$ cat config.mk
export PLATFORM = sky130hd
export DESIGN_NAME = acrc_top
export DESIGN_NICKNAME = d
export VERILOG_FILES = /design/src/design/acrc_pkg.sv /design/src/design/acrc_sync.sv /design/src/design/acrc_ratio_det.sv /design/src/design/acrc_top.sv
export SDC_FILE = /design/constraint.sdc
export NUM_CORES = 1
export LEC_CHECK = 0
export ABC_AREA = 1
export CAP_MARGIN = 30
export CORE_ASPECT_RATIO = 1.25
export CORE_MARGIN = 5
export CORE_UTILIZATION = 40
export CTS_CLUSTER_DIAMETER = 120
export CTS_CLUSTER_SIZE = 20
export DETAILED_ROUTE_END_ITERATION = 8
export DONT_BUFFER_PORTS = 1
export SYNTH_ARGS = -nofsm -noshare
export SYNTH_HDL_FRONTEND = slang
export SYNTH_HIERARCHICAL = 1
export SYNTH_SLANG_ARGS = --single-unit
$ cat constraint.sdc
create_clock -name ref_clk_i -period 2.59 [get_ports ref_clk_i]
set_clock_uncertainty 0.15 [all_clocks]
set_input_delay 0.259 -clock ref_clk_i [delete_from_list [all_inputs] [get_ports ref_clk_i]]
set_output_delay 0.259 -clock ref_clk_i [all_outputs]
set_load 0.02 [all_outputs]
$ cat src/design/acrc_pkg.sv
/*
 * Constants, ratio table and helper functions for the audio clock ratio
 * control block. Assumes a single master timebase clock domain; every other
 * signal reaching the block except the ADC sample bit is resynchronised before use.
 */
// Functional notes
// - catch the serial-select level at the control reset rising edge.
// - control values pass two flip-flops into the timebase domain before use.
// - slave mode: both word frames and bit strobe are inputs.
// - master mode: both word frames and bit strobe are driven.
// - four DAC data inputs share one DAC frame; ADC has own frame.
// - ratios 128 to 768 fs; slave mode finds the ratio by itself.
// - slave mode: error beyond 32 clocks disables interface, holds last sample.
// - three-bit codes 000..101 select 128,192,256,384,512,768 fs.
// - codes 000 and 001 belong to the DAC path only.
// - ADC and DAC rates derive separately from the shared timebase.
// - 128fs oversampling, DAC 64fs when running at 128 or 192 fs.
// - ADC half-oversample bit moves ADC processing to 64fs.
// - master, codes 000/001, no DSP: bit strobe is timebase over two.
// - master, codes 010/011/100, no DSP: bit strobe is timebase over four.
// - master with DSP format: bit strobe runs at full timebase rate.
// - runs straight from the timebase pin, no setup needed.
// - role select: 0 slave, 1 master; slave after reset.
// - DSP formats put eight DAC channels on the first data input; the code samples all four inputs alike in every format.
package acrc_pkg;

   // ----------------------------------------------------------------
   // ratio codes
   // ----------------------------------------------------------------
   localparam logic [2:0] RATIO_128 = 3'h0;
   localparam logic [2:0] RATIO_192 = 3'h1;
   localparam logic [2:0] RATIO_256 = 3'h2;
   localparam logic [2:0] RATIO_384 = 3'h3;
   localparam logic [2:0] RATIO_512 = 3'h4;
   localparam logic [2:0] RATIO_768 = 3'h5;
   localparam logic [2:0] RATIO_LAST = 3'h5;
   localparam logic [2:0] ADC_RATIO_FALLBACK = 3'h2;

   // ----------------------------------------------------------------
   // cycle counts and reset values
   // ----------------------------------------------------------------
   localparam int CNT_W = 10;
   localparam logic [9:0] CYC_128 = 10'h080;
   localparam logic [9:0] CYC_192 = 10'h0c0;
   localparam logic [9:0] CYC_256 = 10'h100;
   localparam logic [9:0] CYC_384 = 10'h180;
   localparam logic [9:0] CYC_512 = 10'h200;
   localparam logic [9:0] CYC_768 = 10'h300;
   localparam logic [9:0] RATIO_TOL = 10'h020;
   localparam logic [9:0] CNT_MAX = 10'h3ff;
   localparam logic [2:0] RST_RATIO = 3'h2;
   localparam logic RST_ROLE = 1'b0;
   localparam logic RST_SPI = 1'b1;

   // ----------------------------------------------------------------
   // helpers
   // ----------------------------------------------------------------
   function automatic logic [9:0] ratio_cycles(input logic [2:0] code);
      case (code)
         RATIO_128: ratio_cycles = CYC_128;
         RATIO_192: ratio_cycles = CYC_192;
         RATIO_256: ratio_cycles = CYC_256;
         RATIO_384: ratio_cycles = CYC_384;
         RATIO_512: ratio_cycles = CYC_512;
         default: ratio_cycles = CYC_768;
      endcase
   endfunction

   function automatic logic low_ratio(input logic [2:0] code);
      low_ratio = (code == RATIO_128) || (code == RATIO_192);
   endfunction

endpackage

$ cat src/design/acrc_sync.sv
/*
 * Two flip-flop synchroniser for a group of independent levels.
 * Assumes each bit changes slowly compared with the sampling clock.
 */
`timescale 1ns/1ps
module acrc_sync #(
   parameter int W = 1,
   parameter logic [W-1:0] RST_VAL = '0
) (
   input wire logic ref_clk_i,
   input wire logic rst_i,
   input wire logic [W-1:0] async_i,
   output logic [W-1:0] sync_o
);
   logic [W-1:0] stage1_ff;

   always_ff @(posedge ref_clk_i or posedge rst_i)
   begin
      if (rst_i)
      begin
         stage1_ff <= RST_VAL;
         sync_o <= RST_VAL;
      end
      else
      begin
         stage1_ff <= async_i;
         sync_o <= stage1_ff;
      end
   end
endmodule // acrc_sync

$ cat src/design/acrc_ratio_det.sv
/*
 * Measures timebase cycles between word-frame rising edges and maps the
 * period to a ratio code within the allowed tolerance.
 * Assumes frame_rise_i is a one-cycle pulse in the timebase domain.
 */
`timescale 1ns/1ps
module acrc_ratio_det #(
   parameter logic LOW_OK = 1'b1
) (
   input wire logic ref_clk_i,
   input wire logic rst_i,
   input wire logic frame_rise_i,
   output logic [2:0] code_o,
   output logic lock_o
);
   logic [9:0] cnt_ff;
   logic seen_ff;
   logic hit;
   logic [2:0] hit_code;
   logic [9:0] nom;

   // ----------------------------------------------------------------
   // nearest legal ratio within tolerance
   // ----------------------------------------------------------------
   always_comb
   begin
      nom = '0;
      hit = 1'b0;
      hit_code = acrc_pkg::RST_RATIO;
      for (int i = 0; i <= int'(acrc_pkg::RATIO_LAST); i++)
      begin
         nom = acrc_pkg::ratio_cycles(3'(i));
         if ((LOW_OK || !acrc_pkg::low_ratio(3'(i))) &&
             (cnt_ff + acrc_pkg::RATIO_TOL >= nom) &&
             (cnt_ff <= nom + acrc_pkg::RATIO_TOL))
         begin
            hit = 1'b1;
            hit_code = 3'(i);
         end
      end
   end

   always_ff @(posedge ref_clk_i or posedge rst_i)
   begin
      if (rst_i)
         cnt_ff <= '0;
      else if (frame_rise_i)
         cnt_ff <= 10'h001;
      else if (cnt_ff != acrc_pkg::CNT_MAX)
         cnt_ff <= cnt_ff + 10'h001;
   end

   always_ff @(posedge ref_clk_i or posedge rst_i)
   begin
      if (rst_i)
      begin
         seen_ff <= 1'b0;
         code_o <= acrc_pkg::RST_RATIO;
         lock_o <= 1'b0;
      end
      else if (frame_rise_i)
      begin
         seen_ff <= 1'b1;
         lock_o <= seen_ff && hit;
         if (seen_ff && hit)
            code_o <= hit_code;
      end
      else if (cnt_ff == acrc_pkg::CNT_MAX)
         lock_o <= 1'b0;
   end
endmodule // acrc_ratio_det

$ cat src/design/acrc_top.sv
/*
 * Audio clock ratio control: port-type latch, control resynchronisation,
 * slave ratio detection and checking, master frame and bit strobe
 * generation, oversampling selection and serial data sampling.
 * Assumes ref_clk_i is the master timebase; all pins are asynchronous and
 * pass through two flip-flops before use, except adc_sample_bit_i, which is sampled directly.
 */
`timescale 1ns/1ps
module acrc_top (
   input wire logic ref_clk_i,
   input wire logic rst_i,
   input wire logic control_reset_n_i,
   input wire logic serial_select_i,
   input wire logic master_slave_select_i,
   input wire logic [2:0] dac_ratio_field_i,
   input wire logic [2:0] adc_ratio_field_i,
   input wire logic dsp_format_i,
   input wire logic adc_half_oversample_i,
   input wire logic bit_strobe_i,
   input wire logic dac_word_frame_i,
   input wire logic adc_word_frame_i,
   input wire logic [3:0] dac_serial_inputs_i,
   input wire logic adc_sample_bit_i,
   output logic bit_strobe_o,
   output logic bit_strobe_oe_o,
   output logic bit_strobe_bypass_o,
   output logic dac_word_frame_o,
   output logic dac_word_frame_oe_o,
   output logic adc_word_frame_o,
   output logic adc_word_frame_oe_o,
   output logic adc_serial_data_o,
   output logic [3:0] dac_bits_o,
   output logic dac_bits_valid_o,
   output logic spi_mode_o,
   output logic [2:0] dac_ratio_o,
   output logic [2:0] adc_ratio_o,
   output logic ratio_error_o,
   output logic dac_osr_64_o,
   output logic adc_osr_64_o
);
   // ----------------------------------------------------------------
   // synchronisers
   // ----------------------------------------------------------------
   logic [8:0] pin_s;
   logic [8:0] ctl_s;
   logic rstn_s, sel_s, bs_s, dfr_s, afr_s;
   logic [3:0] din_s;
   logic role_s, dsp_s, ahalf_s;
   logic [2:0] dcode_s, acode_s;

   acrc_sync #(.W(9), .RST_VAL(9'h000)) u_pin_sync (
      .ref_clk_i(ref_clk_i),
      .rst_i(rst_i),
      .async_i({control_reset_n_i, serial_select_i, bit_strobe_i,
                dac_word_frame_i, adc_word_frame_i, dac_serial_inputs_i}),
      .sync_o(pin_s)
   );

   // control values written without regard to the audio clocks
   acrc_sync #(.W(9), .RST_VAL({acrc_pkg::RST_ROLE, acrc_pkg::RST_RATIO,
      acrc_pkg::RST_RATIO, 2'h0})) u_ctl_sync (
      .ref_clk_i(ref_clk_i),
      .rst_i(rst_i),
      .async_i({master_slave_select_i, dac_ratio_field_i, adc_ratio_field_i,
                dsp_format_i, adc_half_oversample_i}),
      .sync_o(ctl_s)
   );

   assign {rstn_s, sel_s, bs_s, dfr_s, afr_s, din_s} = pin_s;
   assign {role_s, dcode_s, acode_s, dsp_s, ahalf_s} = ctl_s;

   // ----------------------------------------------------------------
   // control port type latch
   // ----------------------------------------------------------------
   logic rstn_prev_ff;

   always_ff @(posedge ref_clk_i or posedge rst_i)
   begin
      if (rst_i)
         rstn_prev_ff <= 1'b0;
      else
         rstn_prev_ff <= rstn_s;
   end

   always_ff @(posedge ref_clk_i or posedge rst_i)
   begin
      if (rst_i)
         spi_mode_o <= acrc_pkg::RST_SPI;
      else if (rstn_s && !rstn_prev_ff)
         spi_mode_o <= sel_s;
   end

   // ----------------------------------------------------------------
   // role and pin direction
   // ----------------------------------------------------------------
   logic master_ff;

   always_ff @(posedge ref_clk_i or posedge rst_i)
   begin
      if (rst_i)
      begin
         master_ff <= acrc_pkg::RST_ROLE;
         bit_strobe_oe_o <= 1'b0;
         dac_word_frame_oe_o <= 1'b0;
         adc_word_frame_oe_o <= 1'b0;
      end
      else
      begin
         master_ff <= role_s;
         bit_strobe_oe_o <= role_s;
         dac_word_frame_oe_o <= role_s;
         adc_word_frame_oe_o <= role_s;
      end
   end

   // ----------------------------------------------------------------
   // slave ratio detection
   // ----------------------------------------------------------------
   logic dfr_prev_ff, afr_prev_ff;
   logic [2:0] det_dcode, det_acode;
   logic det_dlock, det_alock;

   always_ff @(posedge ref_clk_i or posedge rst_i)
   begin
      if (rst_i)
      begin
         dfr_prev_ff <= 1'b0;
         afr_prev_ff <= 1'b0;
      end
      else
      begin
         dfr_prev_ff <= dfr_s;
         afr_prev_ff <= afr_s;
      end
   end

   acrc_ratio_det #(.LOW_OK(1'b1)) u_dac_det (
      .ref_clk_i(ref_clk_i),
      .rst_i(rst_i),
      .frame_rise_i(dfr_s && !dfr_prev_ff && !master_ff),
      .code_o(det_dcode),
      .lock_o(det_dlock)
   );

   acrc_ratio_det #(.LOW_OK(1'b0)) u_adc_det (
      .ref_clk_i(ref_clk_i),
      .rst_i(rst_i),
      .frame_rise_i(afr_s && !afr_prev_ff && !master_ff),
      .code_o(det_acode),
      .lock_o(det_alock)
   );

   // ----------------------------------------------------------------
   // effective ratios, oversampling, interface enable
   // ----------------------------------------------------------------
   logic [2:0] nxt_dcode, nxt_acode;
   logic iface_ok;

   always_comb
   begin
      nxt_dcode = master_ff ? dcode_s : det_dcode;
      nxt_acode = master_ff ? acode_s : det_acode;
      if (nxt_dcode > acrc_pkg::RATIO_LAST)
         nxt_dcode = acrc_pkg::RST_RATIO;
      if (acrc_pkg::low_ratio(nxt_acode) ||
          nxt_acode > acrc_pkg::RATIO_LAST)
         nxt_acode = acrc_pkg::ADC_RATIO_FALLBACK;
   end

   assign iface_ok = master_ff || (det_dlock && det_alock);

   always_ff @(posedge ref_clk_i or posedge rst_i)
   begin
      if (rst_i)
      begin
         dac_ratio_o <= acrc_pkg::RST_RATIO;
         adc_ratio_o <= acrc_pkg::RST_RATIO;
         ratio_error_o <= 1'b0;
         dac_osr_64_o <= 1'b0;
         adc_osr_64_o <= 1'b0;
      end
      else
      begin
         dac_ratio_o <= nxt_dcode;
         adc_ratio_o <= nxt_acode;
         ratio_error_o <= !iface_ok;
         dac_osr_64_o <= acrc_pkg::low_ratio(nxt_dcode);
         adc_osr_64_o <= ahalf_s;
      end
   end

   // ----------------------------------------------------------------
   // master frame and bit strobe generation
   // ----------------------------------------------------------------
   logic [9:0] dcnt_ff, acnt_ff, dlen, alen, nxt_dcnt, nxt_acnt;

   assign dlen = acrc_pkg::ratio_cycles(dac_ratio_o);
   assign alen = acrc_pkg::ratio_cycles(adc_ratio_o);
   assign nxt_dcnt = (dcnt_ff >= dlen - 10'h001) ? '0 : dcnt_ff + 10'h001;
   assign nxt_acnt = (acnt_ff >= alen - 10'h001) ? '0 : acnt_ff + 10'h001;

   always_ff @(posedge ref_clk_i or posedge rst_i)
   begin
      if (rst_i)
      begin
         dcnt_ff <= '0;
         acnt_ff <= '0;
      end
      else if (!master_ff)
      begin
         dcnt_ff <= '0;
         acnt_ff <= '0;
      end
      else
      begin
         dcnt_ff <= nxt_dcnt;
         acnt_ff <= nxt_acnt;
      end
   end

   // frames high for the first half; change with bit strobe falling
   always_ff @(posedge ref_clk_i or posedge rst_i)
   begin
      if (rst_i)
      begin
         dac_word_frame_o <= 1'b0;
         adc_word_frame_o <= 1'b0;
      end
      else
      begin
         dac_word_frame_o <= master_ff && (nxt_dcnt < (dlen >> 1));
         adc_word_frame_o <= master_ff && (nxt_acnt < (alen >> 1));
      end
   end

   always_ff @(posedge ref_clk_i or posedge rst_i)
   begin
      if (rst_i)
      begin
         bit_strobe_o <= 1'b0;
         bit_strobe_bypass_o <= 1'b0;
      end
      else
      begin
         // dsp: pad routes the timebase itself onto the strobe pin
         bit_strobe_bypass_o <= master_ff && dsp_s;
         if (!master_ff)
            bit_strobe_o <= 1'b0;
         else if (acrc_pkg::low_ratio(dac_ratio_o))
            bit_strobe_o <= nxt_dcnt[0];
         else
            bit_strobe_o <= nxt_dcnt[1];
      end
   end

   // ----------------------------------------------------------------
   // serial data sampling and adc data output
   // ----------------------------------------------------------------
   logic bs_now, bs_prev_ff;

   assign bs_now = master_ff ? bit_strobe_o : bs_s;

   always_ff @(posedge ref_clk_i or posedge rst_i)
   begin
      if (rst_i)
         bs_prev_ff <= 1'b0;
      else
         bs_prev_ff <= bs_now;
   end

   always_ff @(posedge ref_clk_i or posedge rst_i)
   begin
      if (rst_i)
      begin
         dac_bits_o <= '0;
         dac_bits_valid_o <= 1'b0;
      end
      else
      begin
         dac_bits_valid_o <= 1'b0;
         if (iface_ok && bs_now && !bs_prev_ff)
         begin
            dac_bits_o <= din_s;
            dac_bits_valid_o <= 1'b1;
         end
      end
   end

   // held at the last value while the ratio check fails
   always_ff @(posedge ref_clk_i or posedge rst_i)
   begin
      if (rst_i)
         adc_serial_data_o <= 1'b0;
      else if (iface_ok && !bs_now && bs_prev_ff)
         adc_serial_data_o <= adc_sample_bit_i;
   end
endmodule // acrc_top

==> impl_metrics.ini, run 1 <==
[yosys]
synth_cells = 624
synth_top_family_by_area = simple AND/OR/NAND/NOR gates
synth_seq_area_share_pct = 51.4
synth-simple-area-share_pct = 25.2
synthMuxAreaShare_pct = 0.761
synthesis.nets = 672
synthTopCellsByArea = dfrtp_1, nand2_1, ha_1, nor2_1, inv_1
synthAdderAreaFrac_pct = 6.22
synth.distinct_cells = 39
postSynth.asyncResetShare_pct = 100
synth_top_area_share_pct = 47.0
synth_edf_count = 0
netlist_area_sq_mm = 0.00543
synthXorXnorAreaFrac_pct = 2.26
synth-seq-cells = 111
yosys_warnings = 6
avgSynthCellArea_sq_um = 8.70
synth_top_area_cell = dfrtp_1
ys.flop_type = dfrtp_1
synth_compound_area_share_pct = 6.89

[timing]
fmax_mhz = 374
report.final.hold_viol_count = 0
worst_pin_slew_ns = 0.741
fin_ws_ns = -0.0803
tns_ns = -0.139
fin_hold_ws_ns = 0.201
drv_slew = 0
setup_viol = 2
rsz0062_at_grt = true
min_period_over_period_pct = 103
maxSlewHeadroom_pct = 50.5
layout_min_cycle_time_ns = 2.67

[setup_path]
start_kind = register
rr_worst_depth = 18
cp-endpoint = dac_word_frame_o
path_class = register to register
cp_max_fo = 3
worstPathRequired_ns = 2.72
r2r_slack_ns = -0.08
cp.arrival_ns = 2.80
timing.rr.start = dac_ratio_o[1]
crit_path_end_kind = register
critPathLaunch = dac_ratio_o[1]
rr_endpoint = dac_word_frame_o

[final_layout]
final_cell_mix = nand2_1, dfrtp_1, nor2_1, inv_1, nand3_1
multiInputGateArea_sq_mm = 0.00237
regArea_sq_mm = 0.00279
final_layout_size_suffix_gt1_share_pct = 18.4
n_fill_cell = 1205
synthToLayoutAreaGrowth_pct = 18.4
diodes = 0
final_nets = 721
final_common_cell = nand2_1

[grt]
grt_pass1_wl_mm = 19.0
track_usage_pct = 14.5
grt_pass1_vias = 4121
grt_max_degree = 46
antenna_found_initial = 0
globalRoute.totalOverflow = 0

[floorplan]
chipWidth_um = 114
core_sq_mm = 0.0133
ios = 44
die_height_um = 140
num_rows = 47
start_util_pct = 40.8
fp.dieArea_sq_mm = 0.0160

[clock_tree]
cts_tree = done
cts_sinks = 111
cts_made_buffers = 9
clk_pin_slew_worst_paths_ns = 0.07
cts.htree.levels = 3
root_buffer = clkbuf_16
clk_latency_ns = 0.35
cts_buffer_depth = 2

[power_and_ir_drop]
leakage_uw = 0.00318
power.density_mw_per_mm2 = 626
irDropWorstVdd_mv = 0.391

[drt]
firstDrtPassIters = 4
post_drt_wl_per_cell_um = 13.3
vias_per_cell = 4.88
drt-initial-drc-count = 259
drc = 0
wirelength_mm = 11.3
vias = 4145
ant_nets = 0

[status]
violations = setup timing
status = finished with violations

[hold_path]
min_path_type = register to register
whs_path_depth = 0

[placement]
globalplace.congestion = 0.870
place_ws_ns = -0.0384
io_buffers = 0
dp_hpwl_mm = 8.02

[job]
max_cap_viol_count = 0
==> per-layer routing <==
layer,track usage [%],part of all wire [%],vias up
met4,6.50,2.5,0
met2,24.1,50,73
li1,-,-,2078
met3,3.06,4.5,23
met5,0,0,-
met1,17.9,43,1971
==> layout make-up <==
type	instances	share of cell area [%]
timing repair buffer	50	6.81
sequential	111	43.4
tap	171	3.33
clock buffer	9	3.50
inverter	78	4.55
clock inverter	7	1.58
multi-input combinational	423	36.8
==> flip-flops by register name, summed over array words and instances, names as in the netlist, 4 cells and up <==
name                  cells
acnt_ff                  10
dcnt_ff                  10
u_adc_det/cnt_ff         10
u_dac_det/cnt_ff         10
u_ctl_sync/stage1_ff      9
u_ctl_sync/sync_o         9
u_pin_sync/stage1_ff      9
u_pin_sync/sync_o         9
dac_bits_o                4
==> logic make-up after synthesis <==
kind of cell    after synthesis
simple gates                310
flops                       111
buf+inv                      90
compound gates               68
fa+ha+maj                    27
xor+xnor                     14
mux                           4
==> power by group <==
group / internal, uW / switching, uW
sequential: 1870 / 149
combinational: 197 / 303
clock: 860 / 644
total: 2930 / 1100
==> timing repair <==
item	4_1_cts	5_1_grt
setup buffers	14	4
hold buffers	20	0
hold endpoints to repair	121	0
pin swaps	15	17
gates resized for setup	3	21
setup endpoints to repair	2	12
==> how the worst min path moves through the flow <==
stage / startpoint / to / slack (ns)
after global routing: u_ctl_sync/stage1_ff[7] / u_ctl_sync/sync_o[7] / 0.21
after detailed placement: rst_i / u_dac_det/lock_o / 0.09
after floorplan: rst_i / u_adc_det/cnt_ff[0] / 0.01
final: u_pin_sync/stage1_ff[3] / u_pin_sync/sync_o[3] / 0.20
after global placement: rst_i / u_dac_det/lock_o / 0.09
after CTS: u_pin_sync/stage1_ff[3] / u_pin_sync/sync_o[3] / 0.20
==> critical path: stages, from the launching register on <==
cell and delay (ns):
dfstp_2 0.55, nor2_4 0.04, a21oi_2 0.14, ha_2 0.20, xor2_1 0.14, ha_1 0.26, nand2_1 0.07, inv_1 0.04
nand2_1 0.04, nand2_1 0.06, nor2_2 0.14, inv_2 0.08, nor2_1 0.12, ha_1 0.24, nand2_1 0.07, inv_1 0.04
nand2_1 0.06, nand2_1 0.06, a21oi_2 0.10
==> per-stage QoR <==
stage,instance area (sq um),utilization (%),total power (uW),std cells
global route,6430,48.4,4220,849
finish,6430,48.4,4030,849
CTS,6290,47.3,4050,845
detailed placement,5650,42.5,2490,795
global placement,5650,42.5,2470,795
floorplan,5440,-,2370,624
==> Yosys cell counts, types with 3 or more instances <==
| cell | count |
|---|---|
| a31oi_1 | 7 |
| nor2_1 | 76 |
| dfrtp_1 | 102 |
| nand2_1 | 147 |
| a21oi_1 | 28 |
| clkinv_1 | 3 |
| nand2_2 | 14 |
| buf_6 | 6 |
| nor3b_1 | 4 |
| mux2i_1 | 3 |
| inv_1 | 65 |
| nand3_2 | 3 |
| o21ai_0 | 21 |
| o21ai_1 | 4 |
| ha_1 | 27 |
| nand3_1 | 33 |
| nor3_1 | 6 |
| or2_1 | 3 |
| xnor2_1 | 4 |
| inv_2 | 10 |
| nor2_2 | 9 |
| dfstp_2 | 9 |
| or2_2 | 3 |
| nand4_1 | 9 |
| xor2_1 | 10 |
Power figures use the tool's default switching activity.
==> run 2, diff against run 1 <==
- TNS_END_PERCENT: default -> 20
==> run 2 against run 1 <==
Compared with the run above:
- via count is 3.7% lower
- flip-flop and latch count stayed put
- core utilization decreased by 1.7 points
- critical path type unchanged
- die area is the same
- the run still ends with setup timing left
- largest power group unchanged
- critical endpoint is now adc_word_frame_o
- setup slack better by 0.065 ns
- cell count is 1.8% lower
- cell area shrank 3.5%
- worst hold slack lost 0.0037 ns
- clock-buffer cell count grew 4
==> impl_metrics.ini, run 2 (synthesized netlist as in run 1, its figures left out) <==
[drt]
vias = 3993
vias_per_cell = 4.79
post_drt_wl_per_cell_um = 12.4
drc = 0
drt-initial-drc-count = 304
firstDrtPassIters = 5
wirelength_mm = 10.4
ant_nets = 0

[setup_path]
critPathTopFamily = adder cells
critical_path.cell_chain = inv_1 > o21ai_2 > ha_2 > xor2_1 > ha_1 > nand2_1 > inv_1 > nand2_1 > nand2_1 > nor2_2 > inv_2 > nor2_1 > ha_1 > a21oi_1 > nand2_1 > a21oi_2
start_kind = register
cp_num_buf_inv = 3
cp_max_fo = 5
worstPathRequired_ns = 2.71
crit_path_end_kind = register
cp.arrival_ns = 2.73
path_class = register to register
crit_top_cell = nand2_1
slowest_stage = dfstp_2
max_stage_delay_ns = 0.54

[floorplan]
start_util_pct = 40.8
num_rows = 47
core_sq_mm = 0.0133
ios = 44
die_height_um = 140
chipWidth_um = 114
fp.dieArea_sq_mm = 0.0160

[hold_path]
min_path_type = register to register

[timing]
fin_hold_ws_ns = 0.197
report.final.hold_viol_count = 0
fmax_mhz = 384
rsz0062_at_grt = true
setup_viol = 2
min_period_over_period_pct = 101
maxSlewHeadroom_pct = 52.6
layout_min_cycle_time_ns = 2.61
worst_pin_slew_ns = 0.710
fin_ws_ns = -0.0158
drv_slew = 0

[clock_tree]
clk_latency_ns = 0.34
cts_tree = done
root_buffer = clkbuf_16
cts.htree.levels = 3
cts_buffer_depth = 2
cts_sinks = 111
cts_made_buffers = 9
clk_pin_slew_worst_paths_ns = 0.07

[grt]
globalRoute.totalOverflow = 0
antenna_found_initial = 0
grt_pass1_vias = 4013
grt_max_degree = 46
grt_pass1_wl_mm = 18.2
track_usage_pct = 13.8

[final_layout]
final_layout_size_suffix_gt1_share_pct = 14.2
final_cell_mix = nand2_1, dfrtp_1, nor2_1, inv_1, nand3_1
final_common_cell = nand2_1
n_fill_cell = 1267
final_nets = 706
diodes = 0
synthToLayoutAreaGrowth_pct = 14.3

[status]
violations = setup timing
status = finished with violations

[power_and_ir_drop]
power.density_mw_per_mm2 = 619
totalPowerFinal_uw = 3840
leakage_uw = 0.00310
irDropWorstVdd_mv = 0.302

[placement]
io_buffers = 0
dp_hpwl_mm = 7.95
globalplace.congestion = 0.855

[job]
max_cap_viol_count = 0
## run 2: changes by cell type in the layout (fill, tap and decap cells not counted), sizes merged
cell	change
buf	-15
bufinv	-2
clkbuf	+4
clkinv	+2
clkinvlp	-1
inv	-3
## run 2: worst paths after layout
check                                   startpoint                   end  slack, ns  cells past startpoint
setup reg to reg                    adc_ratio_o[1]      adc_word_frame_o      -0.02                     16
max in group asynchronous                    rst_i            spi_mode_o       1.39                      3
setup / recovery                    adc_ratio_o[1]      adc_word_frame_o      -0.02                     16
min in group asynchronous                    rst_i          bit_strobe_o       0.34                      2
hold reg to reg            u_ctl_sync/stage1_ff[5]  u_ctl_sync/sync_o[5]       0.20                      0
hold / removal             u_ctl_sync/stage1_ff[5]  u_ctl_sync/sync_o[5]       0.20                      0
## run 2: area by class of cell
class                           count  area [sq um]  share of cell area [%]
Clock inverter                      3          26.3                   0.424
Timing Repair Buffer               35           333                    5.37
Inverter                           78           293                    4.72
Tap cell                          171           214                    3.45
Clock buffer                       13           270                    4.36
Multi-Input combinational cell    423          2280                    36.7
Sequential cell                   111          2790                    45.0
## run 2: what timing repair did
item	in CTS	in global routing
setup endpoints to repair	2	4
hold endpoints to repair	121	0
gates resized for setup	2	3
pin swaps	2	0
buffers inserted	0	0
hold buffers	20	0
## run 2: where the power goes
group	internal (uW)	switching, uW
sequential	1870	149
combinational	180	296
clock	738	602
total	2790	1050
## run 2: metal layers
metal / vias to the layer above / part of all wire, % / global-route usage [%]
li1: 2050 / - / -
met1: 1863 / 44 / 16.9
met2: 66 / 49 / 23.2
met3: 14 / 4.9 / 3.75
met4: 0 / 1.6 / 4.75
met5: - / 0 / 0
## run 2: worst register-to-register path: cells and delay by family, from the launching register on
kind            cells  cell delay (ns)
compound gates      3             0.38
fa+ha+maj           3             0.70
xor+xnor            1             0.15
simple gates        6             0.45
buf+inv             3             0.16
flops               1             0.54
## run 2: through the flow
step | setup slack [ns] | area, sq um | instances | setup TNS, ns | utilization [%]
after CTS | -0.00662 | 6160 | 833 | -0.0123 | 46.4
final | -0.0158 | 6200 | 834 | -0.0245 | 46.7
after global placement | 0.0305 | 5660 | 797 | 0 | 42.6
after detailed placement | -0.0292 | 5660 | 797 | -0.0292 | 42.6
after global routing | -0.219 | 6200 | 834 | -0.436 | 46.7
after floorplan | -0.00719 | 5440 | 624 | -0.00719 | -
